[config.mk]
export PLATFORM = sky130hd
export DESIGN_NAME = acml_axis_ctrl
export DESIGN_NICKNAME = d
export VERILOG_FILES = /design/src/acml_pkg.sv /design/src/acml_hall.sv /design/src/acml_phase.sv /design/src/acml_axis_ctrl.sv
export SDC_FILE = /design/constraint.sdc
export NUM_CORES = 2
export LEC_CHECK = 0
export ABC_AREA = 1
export BUFFER_PORTS_ARGS = -buffer_cell sky130_fd_sc_hd__buf_4
export CAP_MARGIN = 10
export CORE_AREA = 2 2 340 342
export CTS_CLUSTER_DIAMETER = 200
export DETAILED_ROUTE_END_ITERATION = 7
export DIE_AREA = 0 0 342 344
export GPL_TIMING_DRIVEN = 0
export HOLD_SLACK_MARGIN = 0.12
export PLACE_DENSITY = 0.75
export REMOVE_ABC_BUFFERS = 1
export SYNTH_ARGS = -nofsm -noshare
export SYNTH_HDL_FRONTEND = slang
export SYNTH_HIERARCHICAL = 1
export SYNTH_SLANG_ARGS = --single-unit
[constraint.sdc]
create_clock -name I_REF_CLK -period 11 [get_ports I_REF_CLK]
set_clock_uncertainty 0.2 [all_clocks]
set_input_delay 0 -clock I_REF_CLK [delete_from_list [all_inputs] [get_ports I_REF_CLK]]
set_output_delay 0 -clock I_REF_CLK [all_outputs]
set_load 0.1 [all_outputs]
[src/acml_pkg.sv]
package acml_pkg;

	// ------------------------------------------------------------
	// Motion channels
	// ------------------------------------------------------------
	localparam int NCH        = 3;
	localparam int CH_AXIS    = 0;
	localparam int CH_VECTOR  = 1;
	localparam int CH_VIRTUAL = 2;

	// ------------------------------------------------------------
	// Commutation angle, 1/32 degree per step
	// ------------------------------------------------------------
	localparam int ANG_W    = 14;
	localparam int ANG_FRAC = 16;
	localparam logic [13:0]        ANG_FULL    = 14'h2D00;
	localparam logic [13:0]        ANG_DEFAULT = 14'h00C0;
	localparam logic signed [32:0] ANG_FULL_FX = 33'h02D000000;
	localparam logic [15:0]        ANG_FRAC_ZERO = 16'h0000;

	// ------------------------------------------------------------
	// Hall inputs
	// ------------------------------------------------------------
	localparam logic [13:0] HALL_SECTOR      = 14'h0780;
	localparam logic [2:0]  HALL_NONE        = 3'h0;
	localparam logic [2:0]  HALL_BAD         = 3'h7;
	localparam logic        HALL_SEL_DEFAULT = 1'b0;

	// ------------------------------------------------------------
	// Reverse software limit
	// ------------------------------------------------------------
	localparam logic signed [31:0] LIM_DEFAULT = 32'h80000000;
	localparam logic [4:0]         LIM_GRACE   = 5'h10;

	// ------------------------------------------------------------
	// Profile states
	// ------------------------------------------------------------
	typedef enum logic [2:0] {
		ACML_IDLE = 3'b001,
		ACML_RUN  = 3'b010,
		ACML_STOP = 3'b100
	} acml_state_t;

endpackage

[src/acml_hall.sv]
module acml_hall (
	// Clock and reset
	input  wire logic        i_clk,
	input  wire logic        i_rst_n,
	input  wire logic        i_ce,
	// Hall inputs and setting
	input  wire logic        i_sel,
	input  wire logic        i_hall_a,
	input  wire logic        i_hall_b,
	input  wire logic        i_hall_c,
	input  wire logic        i_cal_arm,
	// State and phase result
	output logic [2:0]       o_state,
	output logic             o_valid,
	output logic             o_init_stb,
	output logic [13:0]      o_init_val
);

	function automatic logic code_ok(input logic [2:0] c);
		return (c != acml_pkg::HALL_NONE) && (c != acml_pkg::HALL_BAD);
	endfunction

	function automatic logic [13:0] sector_angle(input logic [2:0] c);
		case (c)
			3'h1: sector_angle = 14'h0000;
			3'h3: sector_angle = acml_pkg::HALL_SECTOR;
			3'h2: sector_angle = 14'((acml_pkg::HALL_SECTOR) * 2);
			3'h6: sector_angle = 14'((acml_pkg::HALL_SECTOR) * 3);
			3'h4: sector_angle = 14'((acml_pkg::HALL_SECTOR) * 4);
			3'h5: sector_angle = 14'((acml_pkg::HALL_SECTOR) * 5);
			default: sector_angle = 14'h0000;
		endcase
	endfunction

	logic [2:0]  raw;
	logic [2:0]  next_state;
	logic        next_valid;
	logic        armed;
	logic        next_armed;
	logic        next_init_stb;
	logic [13:0] next_init_val;

	always_comb begin
		raw = i_sel ? {i_hall_c, i_hall_b, i_hall_a} : acml_pkg::HALL_NONE;
		next_state    = raw;
		next_valid    = code_ok(raw);
		next_armed    = armed | i_cal_arm;
		next_init_stb = 1'b0;
		next_init_val = o_init_val;
		if (armed && code_ok(raw) && code_ok(o_state) && raw != o_state) begin
			next_init_stb = 1'b1;
			next_init_val = sector_angle(raw);
			next_armed    = i_cal_arm;
		end
	end

	always_ff @(posedge i_clk) begin
		if (!i_rst_n) begin
			o_state    <= acml_pkg::HALL_NONE;
			o_valid    <= 1'b0;
			armed      <= 1'b0;
			o_init_stb <= 1'b0;
			o_init_val <= 14'h0000;
		end else if (i_ce) begin
			o_state    <= next_state;
			o_valid    <= next_valid;
			armed      <= next_armed;
			o_init_stb <= next_init_stb;
			o_init_val <= next_init_val;
		end
	end
endmodule

[src/acml_phase.sv]
module acml_phase (
	// Clock and reset
	input  wire logic        i_clk,
	input  wire logic        i_rst_n,
	input  wire logic        i_ce,
	// Manual angle write
	input  wire logic        i_wr,
	input  wire logic [13:0] i_wr_val,
	// Phase initialization result
	input  wire logic        i_init_stb,
	input  wire logic [13:0] i_init_val,
	// Axis position and scale
	input  wire logic [31:0] i_pos,
	input  wire logic [31:0] i_per_count,
	// Present phase
	output logic [13:0]      o_angle
);

	logic [29:0]        acc;
	logic [29:0]        next_acc;
	logic [31:0]        last_pos;
	logic               inited;
	logic               next_inited;
	logic signed [15:0] delta;
	logic signed [48:0] prod;
	logic signed [32:0] sum;
	logic [13:0]        wr_clip;

	always_comb begin
		delta   = 16'(i_pos - last_pos);
		prod    = delta * $signed({1'b0, i_per_count});
		sum     = $signed({3'b000, acc}) + $signed(prod[32:0]);
		wr_clip = (i_wr_val > acml_pkg::ANG_FULL) ? acml_pkg::ANG_FULL : i_wr_val;
		next_acc    = acc;
		next_inited = inited;
		if (i_wr) begin
			next_acc    = {wr_clip, acml_pkg::ANG_FRAC_ZERO};
			next_inited = 1'b1;
		end else if (i_init_stb) begin
			next_acc    = {i_init_val, acml_pkg::ANG_FRAC_ZERO};
			next_inited = 1'b1;
		end else if (inited) begin
			if (sum < 0)
				next_acc = 30'(sum + acml_pkg::ANG_FULL_FX);
			else if (sum > acml_pkg::ANG_FULL_FX)
				next_acc = 30'(sum - acml_pkg::ANG_FULL_FX);
			else
				next_acc = 30'(sum);
		end
	end

	always_ff @(posedge i_clk) begin
		if (!i_rst_n) begin
			acc      <= {acml_pkg::ANG_DEFAULT, acml_pkg::ANG_FRAC_ZERO};
			last_pos <= 32'h00000000;
			inited   <= 1'b0;
			o_angle  <= acml_pkg::ANG_DEFAULT;
		end else if (i_ce) begin
			acc      <= next_acc;
			last_pos <= i_pos;
			inited   <= next_inited;
			o_angle  <= next_acc[29:16];
		end
	end
endmodule

[src/acml_axis_ctrl.sv]
// Overview of operation
// - Writing the commutation angle sets the sine phase directly.
// - Angle spans 0 to 360 degrees in 1/32 steps, default 6.
// - A manual angle write overrides any initialization-derived phase.
// - Once initialized, the stored angle follows the electrical phase.
// - Angle readback returns the present commutation phase.
// - Begin-motion starts any mix of axis, vector plane, virtual axis.
// - Begin-motion is refused for a channel still in motion.
// - Geared axis still accepts begin-motion, superimposing a profiled move.
// - Motion-in-progress reads 0 when complete, 1 while moving.
// - Hall select routes dedicated hall inputs or clears the configuration.
// - Exceeding the reverse limit in motion decelerates the axis to stop.
// - Reverse motion beyond the reverse limit is not permitted; here it trips only after a 16-cycle begin-motion grace.
// - Limit trips at n-1; the most negative value disables it.
// - Reverse limit is signed 32-bit, defaulting to most negative.
// - Limit compares encoder counts for servo, microsteps for stepper.
// - Limit activation raises an event for the limit handler routine.
// - Motion started past the limit profiles a short move first.
// - Hall codes 1 to 6 are valid; 0 and 7 are invalid.
module acml_axis_ctrl #(
	parameter int NCH = acml_pkg::NCH
) (
	// Clock, reset, enable
	input  wire logic                   I_REF_CLK,
	input  wire logic                   I_RST_N,
	input  wire logic                   I_CE,
	// Begin-motion command
	input  wire logic                   I_BG_STB,
	input  wire logic [NCH-1:0]         I_BG_MASK,
	input  wire logic [NCH-1:0][31:0]   I_MOVE_DIST,
	input  wire logic [NCH-1:0][15:0]   I_SPEED,
	input  wire logic [NCH-1:0][15:0]   I_ACCEL,
	// Gearing
	input  wire logic                   I_GEAR_EN,
	input  wire logic signed [15:0]     I_GEAR_VEL,
	// Axis position
	input  wire logic [31:0]            I_ENC_POS,
	input  wire logic [31:0]            I_STEP_POS,
	input  wire logic                   I_STEPPER,
	// Reverse limit setting
	input  wire logic                   I_REV_LIMIT_WR,
	input  wire logic [31:0]            I_REV_LIMIT_VAL,
	// Commutation angle
	input  wire logic                   I_ANGLE_WR,
	input  wire logic [13:0]            I_ANGLE_VAL,
	input  wire logic [31:0]            I_ANGLE_PER_COUNT,
	input  wire logic                   I_PHASE_INIT_STB,
	input  wire logic [13:0]            I_PHASE_INIT_VAL,
	// Hall inputs and setting
	input  wire logic                   I_HALL_SEL_WR,
	input  wire logic                   I_HALL_SEL_DED,
	input  wire logic                   I_HALL_CAL_ARM,
	input  wire logic                   I_HALL_A,
	input  wire logic                   I_HALL_B,
	input  wire logic                   I_HALL_C,
	// Motion status
	output logic [NCH-1:0]              O_MOTION_BUSY,
	output logic [NCH-1:0]              O_BG_REFUSED,
	output logic [NCH-1:0][16:0]        O_CH_VEL,
	output logic signed [17:0]          O_AXIS_VEL,
	// Limit status
	output logic [31:0]                 O_REV_LIMIT,
	output logic                        O_LIMIT_ACTIVE,
	output logic                        O_LIMIT_EVENT,
	// Commutation and hall status
	output logic [13:0]                 O_ANGLE,
	output logic                        O_HALL_SEL,
	output logic [2:0]                  O_HALL_STATE,
	output logic                        O_HALL_VALID
);

	// ------------------------------------------------------------
	// Settings
	// ------------------------------------------------------------
	logic              next_hall_sel;
	logic signed [31:0] rev_lim;
	logic signed [31:0] next_rev_lim;

	always_comb begin
		next_hall_sel = O_HALL_SEL;
		next_rev_lim  = rev_lim;
		if (I_HALL_SEL_WR)
			next_hall_sel = I_HALL_SEL_DED;
		if (I_REV_LIMIT_WR)
			next_rev_lim = I_REV_LIMIT_VAL;
	end

	always_ff @(posedge I_REF_CLK) begin
		if (!I_RST_N) begin
			O_HALL_SEL  <= acml_pkg::HALL_SEL_DEFAULT;
			rev_lim     <= acml_pkg::LIM_DEFAULT;
			O_REV_LIMIT <= acml_pkg::LIM_DEFAULT;
		end else if (I_CE) begin
			O_HALL_SEL  <= next_hall_sel;
			rev_lim     <= next_rev_lim;
			O_REV_LIMIT <= next_rev_lim;
		end
	end

	// ------------------------------------------------------------
	// Reverse limit check
	// ------------------------------------------------------------
	logic signed [31:0] axis_pos;
	logic               lim_on;
	logic               lim_past;
	logic               lim_trip;
	logic               tripped;
	logic               next_tripped;
	logic               next_event;
	logic               next_active;
	logic [4:0]         grace;
	logic [4:0]         next_grace;
	logic [NCH-1:0]     start;
	logic [NCH-1:0]     run_rev;

	assign axis_pos = I_STEPPER ? I_STEP_POS : I_ENC_POS;
	assign lim_on   = rev_lim != acml_pkg::LIM_DEFAULT;
	assign lim_past = axis_pos < rev_lim;
	assign lim_trip = lim_on & lim_past & run_rev[acml_pkg::CH_AXIS] & (grace == 5'h00);

	always_comb begin
		next_grace = grace;
		if (start[acml_pkg::CH_AXIS])
			next_grace = acml_pkg::LIM_GRACE;
		else if (grace != 5'h00)
			next_grace = grace - 5'h01;
		next_tripped = lim_trip;
		next_event   = lim_trip & ~tripped;
		next_active  = lim_on & lim_past;
	end

	always_ff @(posedge I_REF_CLK) begin
		if (!I_RST_N) begin
			grace          <= 5'h00;
			tripped        <= 1'b0;
			O_LIMIT_EVENT  <= 1'b0;
			O_LIMIT_ACTIVE <= 1'b0;
		end else if (I_CE) begin
			grace          <= next_grace;
			tripped        <= next_tripped;
			O_LIMIT_EVENT  <= next_event;
			O_LIMIT_ACTIVE <= next_active;
		end
	end

	// ------------------------------------------------------------
	// Motion profile per channel
	// ------------------------------------------------------------
	genvar g;
	generate
		for (g = 0; g < NCH; g++) begin : chan
			acml_pkg::acml_state_t st;
			acml_pkg::acml_state_t next_st;
			logic [31:0]        rem;
			logic [31:0]        next_rem;
			logic [31:0]        acc;
			logic [31:0]        next_acc;
			logic [15:0]        v;
			logic [15:0]        next_v;
			logic               dir;
			logic               next_dir;
			logic               req;
			logic               abort;
			logic               next_busy;
			logic               next_ref;
			logic [16:0]        next_vel;
			logic [15:0]        step;
			logic [31:0]        rem_left;
			logic [15:0]        spd;
			logic [15:0]        acl;
			logic [16:0]        v_up;

			assign req        = I_BG_STB & I_BG_MASK[g];
			assign abort      = (g == acml_pkg::CH_AXIS) && lim_trip;
			assign start[g]   = req & (st == acml_pkg::ACML_IDLE);
			assign run_rev[g] = (st == acml_pkg::ACML_RUN) & dir;

			always_comb begin
				spd      = (I_SPEED[g] == 16'h0000) ? 16'h0001 : I_SPEED[g];
				acl      = (I_ACCEL[g] == 16'h0000) ? 16'h0001 : I_ACCEL[g];
				step     = (rem < {16'h0000, v}) ? rem[15:0] : v;
				rem_left = rem - {16'h0000, step};
				v_up     = {1'b0, v} + {1'b0, acl};
				next_st  = st;
				next_rem = rem;
				next_acc = acc;
				next_v   = v;
				next_dir = dir;
				next_vel = 17'h00000;
				next_ref = req & (st != acml_pkg::ACML_IDLE);
				case (st)
					acml_pkg::ACML_IDLE: begin
						if (req) begin
							next_dir = I_MOVE_DIST[g][31];
							next_rem = next_dir ? (~I_MOVE_DIST[g] + 32'h00000001) : I_MOVE_DIST[g];
							next_v   = 16'h0000;
							next_acc = 32'h00000000;
							if (I_MOVE_DIST[g] != 32'h00000000)
								next_st = acml_pkg::ACML_RUN;
						end
					end
					acml_pkg::ACML_RUN: begin
						next_rem = rem_left;
						next_vel = dir ? 17'(-{1'b0, step}) : {1'b0, step};
						if (rem_left == 32'h00000000) begin
							next_st = acml_pkg::ACML_IDLE;
							next_v  = 16'h0000;
						end else if (abort) begin
							next_st = acml_pkg::ACML_STOP;
						end else if (rem_left <= acc) begin
							next_v = (v > acl) ? v - acl : 16'h0001;
						end else if (v < spd) begin
							next_v   = (v_up > {1'b0, spd}) ? spd : v_up[15:0];
							next_acc = acc + {16'h0000, next_v};
						end
					end
					acml_pkg::ACML_STOP: begin
						next_rem = rem_left;
						next_vel = dir ? 17'(-{1'b0, step}) : {1'b0, step};
						next_v   = (v > acl) ? v - acl : 16'h0000;
						if (rem_left == 32'h00000000 || next_v == 16'h0000) begin
							next_st = acml_pkg::ACML_IDLE;
							next_v  = 16'h0000;
						end
					end
					default: begin
						next_st = acml_pkg::ACML_IDLE;
					end
				endcase
				next_busy = next_st != acml_pkg::ACML_IDLE;
			end

			always_ff @(posedge I_REF_CLK) begin
				if (!I_RST_N) begin
					st               <= acml_pkg::ACML_IDLE;
					rem              <= 32'h00000000;
					acc              <= 32'h00000000;
					v                <= 16'h0000;
					dir              <= 1'b0;
					O_MOTION_BUSY[g] <= 1'b0;
					O_BG_REFUSED[g]  <= 1'b0;
					O_CH_VEL[g]      <= 17'h00000;
				end else if (I_CE) begin
					st               <= next_st;
					rem              <= next_rem;
					acc              <= next_acc;
					v                <= next_v;
					dir              <= next_dir;
					O_MOTION_BUSY[g] <= next_busy;
					O_BG_REFUSED[g]  <= next_ref;
					O_CH_VEL[g]      <= next_vel;
				end
			end
		end
	endgenerate

	// ------------------------------------------------------------
	// Axis drive velocity with gearing added
	// ------------------------------------------------------------
	logic signed [17:0] next_axis_vel;

	always_comb begin
		next_axis_vel = 18'($signed(O_CH_VEL[acml_pkg::CH_AXIS]));
		if (I_GEAR_EN)
			next_axis_vel = next_axis_vel + 18'(I_GEAR_VEL);
	end

	always_ff @(posedge I_REF_CLK) begin
		if (!I_RST_N)
			O_AXIS_VEL <= 18'h00000;
		else if (I_CE)
			O_AXIS_VEL <= next_axis_vel;
	end

	// ------------------------------------------------------------
	// Commutation and hall
	// ------------------------------------------------------------
	logic        hall_init_stb;
	logic [13:0] hall_init_val;

	acml_hall u_hall (
		.i_clk      (I_REF_CLK),
		.i_rst_n    (I_RST_N),
		.i_ce       (I_CE),
		.i_sel      (O_HALL_SEL),
		.i_hall_a   (I_HALL_A),
		.i_hall_b   (I_HALL_B),
		.i_hall_c   (I_HALL_C),
		.i_cal_arm  (I_HALL_CAL_ARM),
		.o_state    (O_HALL_STATE),
		.o_valid    (O_HALL_VALID),
		.o_init_stb (hall_init_stb),
		.o_init_val (hall_init_val)
	);

	acml_phase u_phase (
		.i_clk       (I_REF_CLK),
		.i_rst_n     (I_RST_N),
		.i_ce        (I_CE),
		.i_wr        (I_ANGLE_WR),
		.i_wr_val    (I_ANGLE_VAL),
		.i_init_stb  (I_PHASE_INIT_STB | hall_init_stb),
		.i_init_val  (I_PHASE_INIT_STB ? I_PHASE_INIT_VAL : hall_init_val),
		.i_pos       (axis_pos),
		.i_per_count (I_ANGLE_PER_COUNT),
		.o_angle     (O_ANGLE)
	);
endmodule

==> results.tsv <==
stage	metric	value	unit
clocking	H-tree Lvls	2	
synthesis	largest area contributor in the netlist	nand2_1	
timing	Period Utilization, post-route	0.958	
worst_setup_path	Most common cell on crit path	nand2_1	
global_routing	largest net degree at the start of global routing	121	
floorplanning	num rows	124	
synthesis	Gate Count Post-Synth	10000	
floorplanning	Die Y	344	microns
detailed_routing	DRC Markers	0	
worst_setup_path	CP startpoint kind	primary input	
detailed_routing	Post-DRT Antenna Nets	0	
cells_and_area	Finished Layout Cells	12500	
placed_design	dpl hpwl	184000	microns
global_routing	first-pass GRT wire length	371000	microns
clocking	root buffer cell	clkbuf_16	
global_routing	initial antenna violation count	9	
worst_setup_path	max incr delay on CP	770	ps
min_path	hold path cells	10	
detailed_routing	violation count after the first detailed-route iteration	6934	
detailed_routing	WL final	241000	microns
detailed_routing	WL per Instance	19.4	microns
synthesis	compound-gate portion of the synthesized area	0.128	
run	MaxCap Viol Count	0	
placed_design	IO buf count	509	
synthesis	Syn Area/Cell	6.21	sq um
clocking	latest clock arrival within the worst-skew pair	690	ps
placed_design	GPL Wtd Cong	0.986	
detailed_routing	1st-pass router iterations	8	
cells_and_area	Area Growth Syn to Fin	21.1	%
synthesis	simple-gate share of the synthesized area	0.337	
global_routing	Total GRT Usage	0.397	
clocking	CTS tree	done	
worst_setup_path	Setup CP Type	in2reg	
synthesis	XOR/XNOR Fraction of Synth Area	0.0330	
detailed_routing	vias	70900	
worst_setup_path	cell depth of the worst flop-to-flop path	51	
timing	final setup violation count	0	
floorplanning	Die Area	118000	sq um
synthesis	Cell variety after synth	70	
placed_design	placed instance count	11700	
worst_setup_path	Worst EP arrival	10890	ps
global_routing	vias in the first global route	67600	
worst_setup_path	CP max stage cell	clkinvlp_2	
synthesis	sequential element share of the synthesized area	0.138	
synthesis	number of synthesized flops with an enable pin	0	
placed_design	dpl ws	-220	ps
timing	post-route minimum period	10540	ps
synthesis	Synth Register Bits	428	
floorplanning	Core Region	114000	sq um
detailed_routing	Vias per Instance	5.70	
synthesis	Warnings, synthesis	6	
timing	Final WS setup	459	ps
timing	Final Hold Fails	0	
timing	worst slew pin tran	1250	ps
synthesis	Yosys top cell area share	0.164	
synthesis	top cells by area, synth	nand2_1 (16%), dfxtp_1 (14%), ha_1 (12%), fa_1 (12%), inv_1 (9.7%)	
timing	Max Freq	94.9	MHz
floorplanning	Initial Util	0.547	
clocking	CTS Buffer Depth	3	
clocking	Worst-path clk slew	60	ps
synthesis	most common cell in the netlist	nand2_1	
synthesis	Synth Cell Area	62300	sq um
synthesis	Synth async-reset ratio	0	
synthesis	multiplexer share of the synthesized area	0.000161	
worst_setup_path	worst-path fanout max	11	
cells_and_area	Fillers	10500	
synthesis	Post-synth top cells	nand2_1 (2714), inv_1 (1617), nor2_1 (883)	
timing	final slew viol count	0	
global_routing	GRT Residual Overflow	0	
cells_and_area	fraction of layout cells with a size suffix above 1	0.0800	
floorplanning	die width	342	microns
synthesis	Post-synth top flop	dfxtp_1	
floorplanning	io pins	510	
run_status	status	completed	
synthesis	combinational family with the most area after synthesis	simple AND/OR/NAND/NOR gates	
synthesis	Post-Synth Adder-Cell Area	0.238	
min_path	Hold Path Class	in2reg	
worst_setup_path	crit path capture type	flop	
worst_setup_path	Critical Path RT	11350	ps
clocking	CTS buffer count	58	
cells_and_area	post-layout net count	12200	
timing	Slew HR	0.164	
clocking	# clock sinks	428	
## routing by layer
metal  global-route usage  share of wire  vias to the layer above
met3               0.0723          0.095                      717
met4                0.198          0.056                       10
met1                0.500           0.40                    32900
li1                     -              -                    33800
met2                0.653           0.45                     3481
met5                    0        0.00029                        -
## cells by family after synthesis
kind of cell,after synthesis
xor gates and xnor gates,230
buffers and inverters,2029
adders and majority gates,967
other,1
and+or+nand+nor,4907
DFF,428
AOI/OAI and AO/OA,1458
muxes,1
## path summary, 6_finish.rpt
check                    endpoint           startpoint  slack, ps
setup / recovery  u_phase/acc[27]        I_STEP_POS[0]        460
hold / removal      chan[2].v[14]          I_ACCEL[46]        160
setup reg to reg  u_phase/acc[27]  u_phase/last_pos[7]        920
hold reg to reg           tripped              tripped        260
## sequential cells by signal (all words and copies together) (netlist names), 3 cells and up
name / count
O_MOTION_BUSY: 3
O_CH_VEL: 51
rev_lim: 32
grace: 5
chan.v: 48
chan.acc: 96
u_phase/acc: 30
chan.dir: 3
chan.st: 9
u_phase/last_pos: 16
O_AXIS_VEL: 18
u_hall/o_init_val: 7
chan.rem: 96
u_hall/o_state: 3
O_BG_REFUSED: 3
## critical path: cells and delay by family
family                     cells  cell delay (ps)
and+or+nand+nor               31             4030
adders and majority gates     10             3520
buffers and inverters         11             2550
AOI/OAI and AO/OA              3              610
xor gates and xnor gates       1              200
## repair_timing
action / in CTS / in global routing
hold buffers: 642 / 0
endpoints found under the hold margin: 327 / 0
setup buffers: 0 / 6
setup endpoints to repair: 0 / 6
resized for setup: 0 / 10
## through the flow
step	util	TNS (ps)	area, sq um	hold slack, ps
3_3_place_gp	0.583	-2150	66400	20.1
5_1_grt	0.662	-20.0	75400	179
2_1_floorplan	-	0	60700	-111
3_5_place_dp	0.586	-820	66800	50.2
4_1_cts	0.660	0	75200	123
6_report	0.662	0	75400	164
## final cells by class
| cell class | count | area, sq um | area share |
|---|---|---|---|
| multi-input cells | 7570 | 46000 | 0.610 |
| well taps | 1512 | 1890 | 0.0251 |
| repair inverters | 2 | 12.5 | 0.000166 |
| clock buffers | 77 | 1670 | 0.0222 |
| diodes | 3 | 7.51 | 0.0000996 |
| repair buffers | 1177 | 10700 | 0.142 |
| flip-flops and latches | 428 | 8570 | 0.114 |
| clock inverters | 28 | 315 | 0.00418 |
| inverters | 1658 | 6250 | 0.0829 |
## placed cells by master (no fill, tap or decap), types with 117 or more instances in the layout
master,instances
ha_1,605
o21ai_0,406
fa_1,361
xor2_1,178
nor2_1,877
nor3_1,117
a21oi_1,776
inv_1,1613
dlygate4sd3_1,642
nand2_1,2710
dfxtp_1,428
nand4_1,244
buf_4,515
nand3_1,690
Power is left out: the tool's default activity adds up to more than one toggle a clock period on the data nets, which glitch-free logic cannot reach.
